File: src/verilog/move_defines.svh
// Purpose: Reset values, window addresses and field positions for the literal and indirect move logic.
// Assumes: Included by bare name from every file that needs one of these values.
// Notes: Definitions only; no process or assignment lives here.
`ifndef MOVE_DEFINES_SVH
`define MOVE_DEFINES_SVH

// Reset values of the architectural registers kept by this block.
`define ACC_RESET 8'h00
`define PAGE_RESET 7'h00
`define PTR_RESET 16'h0000

// File addresses of the two indirect window registers.
`define WINDOW0_ADDR 7'h00
`define WINDOW1_ADDR 7'h01

// Field positions inside the literal and offset operands.
`define PAGE_LIT_MSB 6
`define OFFSET_SIGN_BIT 5

// Pointer step for increment and decrement.
`define PTR_STEP 16'h0001

`endif

File: src/verilog/move_pkg.sv
// Purpose: Types shared by the move execution logic and its pointer units.
// Assumes: Widths match the constants in move_defines.svh.
// Notes: Holds types only; numbers live in the defines header.
package move_pkg;

    // Instruction selector presented by the decoder.
    typedef enum logic [2:0] {
        OP_NONE = 3'h0,
        OP_LOAD_PAGE_LATCH_LITERAL = 3'h1,
        OP_LOAD_ACCUMULATOR_LITERAL = 3'h2,
        OP_STORE_ACCUMULATOR_DIRECT = 3'h3,
        OP_STORE_ACCUMULATOR_INDIRECT = 3'h4
    } op_type;

    // Addressing mode field of the indirect store.
    typedef enum logic [1:0] {
        MODE_PRE_INC = 2'h0,
        MODE_PRE_DEC = 2'h1,
        MODE_POST_INC = 2'h2,
        MODE_POST_DEC = 2'h3
    } mode_type;

    // State of one pointer unit.
    typedef struct packed {
        logic [15:0] ptr;
    } ptr_state_type;

    // State of the execution block.
    typedef struct packed {
        logic [7:0] acc;
        logic [6:0] page;
        logic we;
        logic direct;
        logic [15:0] addr;
        logic [7:0] wdata;
    } exec_state_type;

endpackage

File: src/verilog/ptr_if.sv
// Purpose: Carries update requests to a pointer unit and its addresses back.
// Assumes: One instance per pointer register.
// Notes: The effective address is combinational from the unit; ptr is the registered pointer value.
`timescale 1ns/1ps
`default_nettype none
interface ptr_if;
    import move_pkg::*;

    logic upd;
    logic rel;
    mode_type mode;
    logic [5:0] off;
    logic [15:0] ptr;
    logic [15:0] ea;

    modport ctrl (output upd, output rel, output mode, output off, input ptr, input ea);
    modport unit (input upd, input rel, input mode, input off, output ptr, output ea);
endinterface
`default_nettype wire

File: src/verilog/pointer_unit.sv
// Purpose: One 16-bit indirect pointer register with its address arithmetic.
// Assumes: The controller raises upd for exactly the cycle of an indirect store.
// Notes: Arithmetic is modulo 2**16, so both ends wrap without extra logic.
`timescale 1ns/1ps
`default_nettype none
`include "move_defines.svh"
module pointer_unit (
    input wire logic clk,
    input wire logic rst_n,
    ptr_if.unit pif
);
    import move_pkg::*;

    ptr_state_type st_r;
    ptr_state_type st_nxt;
    logic [15:0] inc_val;
    logic [15:0] dec_val;
    logic [15:0] rel_val;

    // Both neighbours and the offset target are formed every cycle; truncation gives the wrap.
    assign inc_val = st_r.ptr + `PTR_STEP;
    assign dec_val = st_r.ptr - `PTR_STEP;
    assign rel_val = st_r.ptr + {{10{pif.off[`OFFSET_SIGN_BIT]}}, pif.off};
    assign pif.ptr = st_r.ptr;

    // Effective address and the value written back on an update.
    always_comb begin
        st_nxt = st_r;
        if (pif.rel) begin
            pif.ea = rel_val; // [RQ7]
        end else begin
            case (pif.mode)
                MODE_PRE_INC: pif.ea = inc_val; // [RQ5]
                MODE_PRE_DEC: pif.ea = dec_val; // [RQ5]
                MODE_POST_INC: pif.ea = st_r.ptr; // [RQ6]
                MODE_POST_DEC: pif.ea = st_r.ptr; // [RQ6]
                default: pif.ea = st_r.ptr;
            endcase
        end
        if (pif.upd && !pif.rel) begin
            case (pif.mode)
                MODE_PRE_INC, MODE_POST_INC: st_nxt.ptr = inc_val; // [RQ8]
                MODE_PRE_DEC, MODE_POST_DEC: st_nxt.ptr = dec_val; // [RQ8]
                default: st_nxt.ptr = st_r.ptr;
            endcase
        end
    end

    // The pointer lands on the same edge that takes the store.
    always_ff @(posedge clk) begin
        if (!rst_n) begin
            st_r <= '{ptr: `PTR_RESET};
        end else begin
            st_r <= st_nxt; // [RQ10]
        end
    end
endmodule
`default_nettype wire

File: src/verilog/move_exec.sv
// Purpose: Executes the literal loads and the direct and indirect accumulator stores.
// Assumes: The decoder presents one instruction per EXEC_VALID cycle; memory takes MEM_WE pulses.
// Notes: Store results appear on the memory port one cycle after the instruction is taken.
//
// Summary of operation
// RQ1 - Page literal goes to page latch, flags untouched.
// RQ2 - Byte literal loads accumulator, flags untouched.
// RQ3 - Direct store copies accumulator to file address.
// RQ4 - Indirect store writes accumulator through chosen pointer.
// RQ5 - Modes 00/01 adjust pointer, then store.
// RQ6 - Modes 10/11 store, then adjust pointer.
// RQ7 - Relative form adds signed offset, pointer unchanged.
// RQ8 - Pointers are 16-bit and wrap around.
// RQ9 - Window registers have no storage; redirect through pointer.
// RQ10 - Store and pointer update finish in one cycle.
`timescale 1ns/1ps
`default_nettype none
`include "move_defines.svh"
module move_exec #(
    parameter int PTR_W = 16,
    parameter int N_PTR = 2
) (
    input wire logic CORE_CLK,
    input wire logic RST_N,
    input wire logic EXEC_VALID,
    input wire move_pkg::op_type EXEC_OP,
    input wire logic [7:0] EXEC_LITERAL,
    input wire logic [6:0] EXEC_FILE_ADDR,
    input wire logic EXEC_PTR_SEL,
    input wire move_pkg::mode_type EXEC_ADDRESSING_MODE_FIELD,
    input wire logic EXEC_RELATIVE,
    input wire logic [5:0] EXEC_OFFSET,
    output logic [7:0] ACCUMULATOR,
    output logic [6:0] PROGRAM_COUNTER_HIGH_LATCH,
    output logic MEM_WE,
    output logic MEM_DIRECT,
    output logic [15:0] MEM_ADDR,
    output logic [7:0] MEM_WDATA,
    output logic [15:0] PTR0,
    output logic [15:0] PTR1
);
    import move_pkg::*;

    exec_state_type st_r;
    exec_state_type st_nxt;
    logic is_indirect;
    logic taken;

    // The pointer datapath and the window decode are built for exactly two 16-bit pointers.
    if (PTR_W != 16) begin : g_bad_width
        $error("Pointer width must be 16.");
    end
    if (N_PTR != 2) begin : g_bad_count
        $error("Exactly two pointer registers are supported.");
    end

    ptr_if pif [N_PTR] ();

    // An instruction only counts while reset is released, so checks never see a cleared cycle as executed.
    assign taken = RST_N && EXEC_VALID;
    assign is_indirect = taken && (EXEC_OP == OP_STORE_ACCUMULATOR_INDIRECT);

    // One pointer unit per pointer register; only the selected one sees the update request.
    for (genvar i = 0; i < N_PTR; i++) begin : g_ptr
        assign pif[i].upd = is_indirect && (EXEC_PTR_SEL == 1'(i)); // [RQ10]
        assign pif[i].rel = EXEC_RELATIVE;
        assign pif[i].mode = EXEC_ADDRESSING_MODE_FIELD;
        assign pif[i].off = EXEC_OFFSET;
        pointer_unit u_ptr (
            .clk(CORE_CLK),
            .rst_n(RST_N),
            .pif(pif[i])
        );
    end

    // Next state. The block holds no status flags, so none of these instructions can touch them.
    always_comb begin
        st_nxt = st_r;
        st_nxt.we = 1'b0;
        st_nxt.direct = 1'b0;
        if (EXEC_VALID) begin
            case (EXEC_OP)
                OP_LOAD_PAGE_LATCH_LITERAL: begin
                    st_nxt.page = EXEC_LITERAL[`PAGE_LIT_MSB:0]; // [RQ1]
                end
                OP_LOAD_ACCUMULATOR_LITERAL: begin
                    st_nxt.acc = EXEC_LITERAL; // [RQ2]
                end
                OP_STORE_ACCUMULATOR_DIRECT: begin
                    st_nxt.we = 1'b1;
                    st_nxt.wdata = st_r.acc;
                    // A window address is not a real register; it reaches the pointed location instead.
                    if (EXEC_FILE_ADDR == `WINDOW0_ADDR) begin
                        st_nxt.addr = pif[0].ptr; // [RQ9]
                    end else if (EXEC_FILE_ADDR == `WINDOW1_ADDR) begin
                        st_nxt.addr = pif[1].ptr; // [RQ9]
                    end else begin
                        st_nxt.direct = 1'b1;
                        st_nxt.addr = {9'h000, EXEC_FILE_ADDR}; // [RQ3]
                    end
                end
                OP_STORE_ACCUMULATOR_INDIRECT: begin
                    st_nxt.we = 1'b1;
                    st_nxt.wdata = st_r.acc; // [RQ4]
                    st_nxt.addr = EXEC_PTR_SEL ? pif[1].ea : pif[0].ea; // [RQ4]
                end
                default: begin
                    st_nxt.we = 1'b0;
                end
            endcase
        end
    end

    // Single state register; the memory strobe is a one-cycle pulse from it.
    always_ff @(posedge CORE_CLK) begin
        if (!RST_N) begin
            st_r <= '{acc: `ACC_RESET, page: `PAGE_RESET, we: 1'b0, direct: 1'b0,
                      addr: 16'h0000, wdata: 8'h00};
        end else begin
            st_r <= st_nxt;
        end
    end

    // Outputs straight from flip-flops.
    assign ACCUMULATOR = st_r.acc;
    assign PROGRAM_COUNTER_HIGH_LATCH = st_r.page;
    assign MEM_WE = st_r.we;
    assign MEM_DIRECT = st_r.direct;
    assign MEM_ADDR = st_r.addr;
    assign MEM_WDATA = st_r.wdata;
    assign PTR0 = pif[0].ptr;
    assign PTR1 = pif[1].ptr;
endmodule
`default_nettype wire

File: config.mk
export PLATFORM = sky130hd
export DESIGN_NAME = move_exec
export DESIGN_NICKNAME = d
export VERILOG_FILES = /design/src/verilog/move_pkg.sv /design/src/verilog/ptr_if.sv /design/src/verilog/pointer_unit.sv /design/src/verilog/move_exec.sv
export VERILOG_INCLUDE_DIRS = /design/src /design/src/verilog
export SDC_FILE = /design/constraint.sdc
export NUM_CORES = 1
export LEC_CHECK = 0
export ABC_AREA = 1
export BUFFER_PORTS_ARGS = -buffer_cell sky130_fd_sc_hd__buf_2
export CORE_MARGIN = 2
export CORE_UTILIZATION = 54
export DETAILED_ROUTE_END_ITERATION = 6
export GPL_TIMING_DRIVEN = 0
export PLACE_DENSITY_LB_ADDON = 0.12
export SYNTH_ARGS = -nofsm -noshare
export SYNTH_HDL_FRONTEND = slang
export SYNTH_SLANG_ARGS = --single-unit
File: constraint.sdc
create_clock -name CORE_CLK -period 2.1 [get_ports CORE_CLK]
set_clock_uncertainty 0.15 [all_clocks]
set_input_delay 0.42 -clock CORE_CLK [delete_from_list [all_inputs] [get_ports CORE_CLK]]
set_output_delay 0.42 -clock CORE_CLK [all_outputs]
set_load 0.02 [all_outputs]
# Word-level counts from Yosys, hierarchy flattened
# Cells that the tools add are included.
[totals] elab_cells=57 output_inout_bits=73 input_bits=31 ff_bits=73
[classes] bitwise=4 reduce_logical=19 addsub=6 n_eq_ne=8 mux=12
[ops] cell="16-bit one-hot mux with 3 select lines" n=2
[ops] cell="16-bit 2-to-1 mux" n=5
[ops] cell="16-bit one-hot mux with 2 select lines" n=2
[ops] cell="24-bit one-hot mux with 2 select lines" n=1
[ops] cell="16-bit by 1-bit adder with 16-bit output, second input constant" n=2
[ops] cell="16-bit adder" n=2
[ops] cell="16-bit by 1-bit subtractor with 16-bit output, second input constant" n=2
[ops] cell="2-bit AND reduction" n=4
[ops] cell="2-bit OR reduction" n=4
[ops] cell="7-bit by 1-bit equality test with 1-bit output, second input constant" n=1
[ops] cell="7-bit zero test" n=1
[ops] cell="3-bit by 2-bit equality test with 1-bit output, second input constant" n=2
[ops] cell="1-bit logical AND" n=6
[ops] cell="2-bit equality test, second input constant" n=2
[ops] cell="1-bit NOT" n=4
[ops] cell="4-bit OR reduction" n=1
[ops] cell="3-bit by 1-bit equality test with 1-bit output, second input constant" n=1
[ops] cell="3-bit equality test, second input constant" n=1
[ops] cell="2-bit by 1-bit equality test with 1-bit output, second input constant" n=1
[ops] cell="2-bit zero test" n=1
[ops] cell="1-bit 2-to-1 mux" n=2
[ops] cell="2-bit nonzero test" n=1
[ops] cell="1-bit zero test" n=1

# Longest topological paths before layout
[depth] word_depth=6 mapped_depth=15 depth_no_buf=15

# Modules after synthesis
# From an unflattened synthesis, not the netlist that was laid out.
[hier_totals] hier_cells=1455 area_unflattened_um2=7931.4
[by_module_without_submodules] module="pointer_unit at g_ptr[0].u_ptr" seq_area_each_um2=320.3 area_per_inst_um2=2914.0 instances=1 cells_each=555
[by_module_without_submodules] module="pointer_unit at g_ptr[1].u_ptr" seq_area_each_um2=320.3 area_per_inst_um2=2887.8 instances=1 cells_each=556
[by_module_without_submodules] module="move_exec" seq_area_each_um2=820.8 area_per_inst_um2=2129.5 instances=1 cells_each=344

# Worst setup path before layout
# Ideal clock, no wire load.
[synth_timing] path_type="register to register" from="register g_ptr[1].u_ptr.st_r, in the netlist g_ptr[1].u_ptr.pif.ptr[0]" to="register st_r, in the netlist MEM_ADDR[12]" arrival_time_ps=1997 setup_time_ps=130 period_less_slack_ps=2277 stages_incl_launch_ff=12 n_path_buf=0 setup_slack_ps=-177 required_ps=1820 path_cell_list="dfxtp_1 -> ha_1 -> inv_1 -> fa_1 -> o21ai_0 -> nand3_1 -> nand4_1 -> nand3_1 -> nand3_1 -> nand3_1 -> nand2_1 -> a21oi_2"
[synth_via] elab_chain_cells=5 word_cells_on_any_way=7 classes_between="add/sub: 3; mux: 4"
[synth_lines] element="from (decl)" line_no="pointer_unit.sv:14" rtl="ptr_state_type st_r;"
[synth_lines] element="from (signal assigned)" line_no="pointer_unit.sv:52" rtl="st_r <= '{ptr: `PTR_RESET};"
[synth_lines] element="from (signal assigned)" line_no="pointer_unit.sv:54" rtl="st_r <= st_nxt;"
[synth_lines] element="16-bit by 1-bit subtractor with 16-bit output (no source line) or 16-bit by 1-bit adder with 16-bit output (tied branches)"
[synth_lines] element="16-bit one-hot mux with 3 select lines" line_no="pointer_unit.sv:32" rtl="case (pif.mode)"
[synth_lines] element="16-bit 2-to-1 mux (*)" line_no="pointer_unit.sv:29" rtl="if (pif.rel) begin"
[synth_lines] element="16-bit 2-to-1 mux (*)" line_no="move_exec.sv:105" rtl="st_nxt.addr = EXEC_PTR_SEL ? pif[1].ea : pif[0].ea;"
[synth_lines] element="24-bit one-hot mux with 2 select lines (*)" line_no="move_exec.sv:82" rtl="case (EXEC_OP)"
[synth_lines] element="to (signal assigned)" line_no="move_exec.sv:117" rtl="st_r <= '{acc: `ACC_RESET, page: `PAGE_RESET, we: 1'b0, direct: 1'b0,"
[synth_lines] element="to (signal assigned)" line_no="move_exec.sv:120" rtl="st_r <= st_nxt;"
[synth_lines] element="to (decl)" line_no="move_exec.sv:44" rtl="exec_state_type st_r;"
# Every way passes the cells marked *; elsewhere a longest branch is shown, timed or not. The select of a mux whose other input is x is not followed.
# A chain may end at the register's enable or synchronous reset.

# Worst setup path in the final report
[layout_timing] from="register g_ptr[1].u_ptr.st_r, in the netlist g_ptr[1].u_ptr.pif.ptr[1]" to="register st_r, in the netlist MEM_ADDR[3]"
# The elaborated chain is that of the path after synthesis.

==> results_dict.tcl <==
set metrics [dict create \
    status "finished with violations" \
    violations "DRC, setup timing" \
    grt_antenna_before_repair 0 \
    fillers 1330 \
    finalCritPeriodShare 1.07 \
    io_pins 104 \
    synth-simple-area-share 0.438 \
    route.detailed.drc 1 \
    cts_sinks 73 \
    drive_gt1_frac 0.251 \
    seq_area_frac_synth 0.191 \
    nets 1535 \
    worst_pin_slew_ns 0.813 \
    layout_commonest_cell "nand2_1" \
    die_w_microns 123 \
    diodes 0 \
    first_pass_iters 7 \
    grt_overflow_total 0 \
    cts.htree.levels 3 \
    placed_area_sq_um 8390 \
    drtIter0Drc 1147 \
    place_inst 1621 \
    synth_top_family_by_area "simple AND/OR/NAND/NOR gates" \
    synth_seq_cells 73 \
    final_cell_area_sq_um 9560 \
    yosys_most_used_dff "dfxtp_1" \
    grt_max_degree 23 \
    final_cell_mix "nand2_1, inv_1, nand3_1, nor2_1, buf_2" \
    rsz0062_at_grt "true" \
    power_density_nw_per_um2 405 \
    gp_congestion 1.07 \
    fmax_ghz 0.447 \
    place_ws_ns -0.650 \
    cts_tree "built" \
    dieArea_sq_um 15100 \
    synth_fa_ha_area_frac 0.0608 \
    vias 9594 \
    syn_inst 1341 \
    synth_top_area_share 0.191 \
    synthesis.nets 1408 \
    criticalPathCategory "reg2reg" \
    synth_edf_count 0 \
    cts_hold_buf 0 \
    synth_compound_area_frac 0.143 \
    critPathLaunchType "flop" \
    initial_core_util 0.552 \
    syn_to_final_growth_pct 24.9 \
    yosysWarnings 0 \
    synth_cell_types 42 \
    ff_latch_area_sq_um 1510 \
    p_leak_nw 4.84 \
    timing_hold_violations_final 0 \
    slew_violations 0 \
    relSlewSlack 0.458 \
    vias_per_cell 5.80 \
    fin_cells 1653 \
    ctsLongestPathBuffers 2 \
    die_h_microns 123 \
    cts_buffers 9 \
    multiInputGateArea_sq_um 5790 \
    async_reset_ff_frac 0 \
    coreArea_sq_um 13900 \
    insertion_delay_ns 0.35 \
    grt_pass1_wl_mm 44.4 \
    synthXorXnorAreaFrac 0.0309 \
    worstPathArrival_ns 2.32 \
    post_synth_mux_area_share 0 \
    hold_path.class "in2reg" \
    cp_max_fo 6 \
    cap_violations 0 \
    grt_use_total 0.386 \
    yosysTopAreaCell "dfxtp_1" \
    peakVddDrop_uv 473 \
    endpoint_kind "flop" \
    first_global_vias 8407 \
    ant_nets 0 \
    wl_per_cell_microns 18.1 \
    dp_hpwl_mm 22.0 \
    clk_transition_reported_paths_ns 0.07 \
    min_period_ns 2.24 \
    critPathRequiredTime_ns 2.18 \
    synth.area.top_cells "dfxtp_1, nand2_1, nand3_1, inv_1, nor2_1" \
    whs_ns 0.147 \
    netlist_area_sq_um 7660 \
    cts_root_buffer "clkbuf_16" \
    placementRows 43 \
    drt_wl_total_mm 29.9 \
    setup_viol 10 \
    avgSynthCellArea_sq_um 5.71 \
    portBuffers 100 \
    setup_ws_ns -0.139 \
]
sequential cells by signal, summed over array words and instances, names as in the netlist:
| signal | flops |
|---|---|
| g_ptr.u_ptr.pif.ptr | 32 |
| MEM_ADDR | 16 |
| ACCUMULATOR | 8 |
| MEM_WDATA | 8 |
| PROGRAM_COUNTER_HIGH_LATCH | 7 |
| MEM_DIRECT | 1 |
| MEM_WE | 1 |
worst paths after layout:
kind / from / endpoint / slack [ns] / cells after the start
worst max-delay path: g_ptr[1].u_ptr.pif.ptr[1] / MEM_ADDR[3] / -0.14 / 12
worst min-delay path: EXEC_LITERAL[7] / ACCUMULATOR[7] / 0.15 / 3
worst min register to register: MEM_ADDR[7] / MEM_ADDR[7] / 0.32 / 2
worst max register to register: g_ptr[1].u_ptr.pif.ptr[1] / MEM_ADDR[3] / -0.14 / 12
worst max-delay path: stages (launching register included):
cell and delay [ns]:
dfxtp_4 0.41, clkinvlp_4 0.12, buf_4 0.16, buf_4 0.15, nand3_4 0.12, nand2_1 0.06
o21ai_1 0.11, xor2_1 0.30, o21ai_1 0.10, nand2_1 0.09, nand3_1 0.17, nand2_1 0.12
a21oi_1 0.06
through the flow:
| stage | setup TNS, ns | utilization | power (W) |
|---|---|---|---|
| 3_5_place_dp | -8.00 | 0.604 | 0.00224 |
| 4_1_cts | -0.142 | 0.652 | 0.00378 |
| 3_3_place_gp | -7.68 | 0.604 | 0.00224 |
| 5_1_grt | -1.23 | 0.689 | 0.00400 |
| 6_report | -0.496 | 0.689 | 0.00387 |
| 2_1_floorplan | 0 | - | 0.00198 |
metal layers:
metal / global-route usage / vias to the layer above / part of all wire
met5: 0 / - / 0
li1: - / 4624 / -
met4: 0.157 / 0 / 0.045
met1: 0.535 / 4285 / 0.42
met3: 0.0955 / 111 / 0.12
met2: 0.572 / 574 / 0.41
repair_timing:
item                                    in CTS  in global routing
setup buffers                               11                  5
endpoints found under the setup margin      13                 16
gates resized for setup                     65                124
pin swaps                                   17                 34
cells by family after synthesis:
| group | after synthesis |
|---|---|
| adder cells (fa/ha/maj) | 36 |
| buffers and inverters | 247 |
| AO/OA/AOI/OAI | 196 |
| AND/OR/NAND/NOR | 762 |
| flip-flops | 73 |
| XOR/XNOR | 27 |
layout make-up:
type                       count  share of cell area
clock buffer                   9              0.0236
timing repair buffer         116              0.0669
tap                          180              0.0236
multi-input combinational   1021               0.606
sequential                    73               0.158
buffer                        65              0.0425
inverter                     182              0.0724
clock inverter                 7             0.00654
report_power, final:
part	internal, W	switching (W)	leakage, nW
logic	0.000294	0.000608	4.09
clock network	0.000824	0.000710	0.139
registers	0.00141	0.0000235	0.608
synthesized netlist by cell type (8+ instances only):
cell type	instances
a21oi_1	71
buf_2	26
buf_4	13
clkbuf_1	20
dfxtp_1	73
ha_1	34
inv_1	172
nand2_1	368
nand2_2	10
nand3_1	190
nand4_1	24
nor2_1	132
nor2_2	13
nor2_4	8
o211ai_1	20
o21ai_0	70
o22ai_1	9
xor2_1	20
Note: power is estimated with default switching activity, not from simulation.
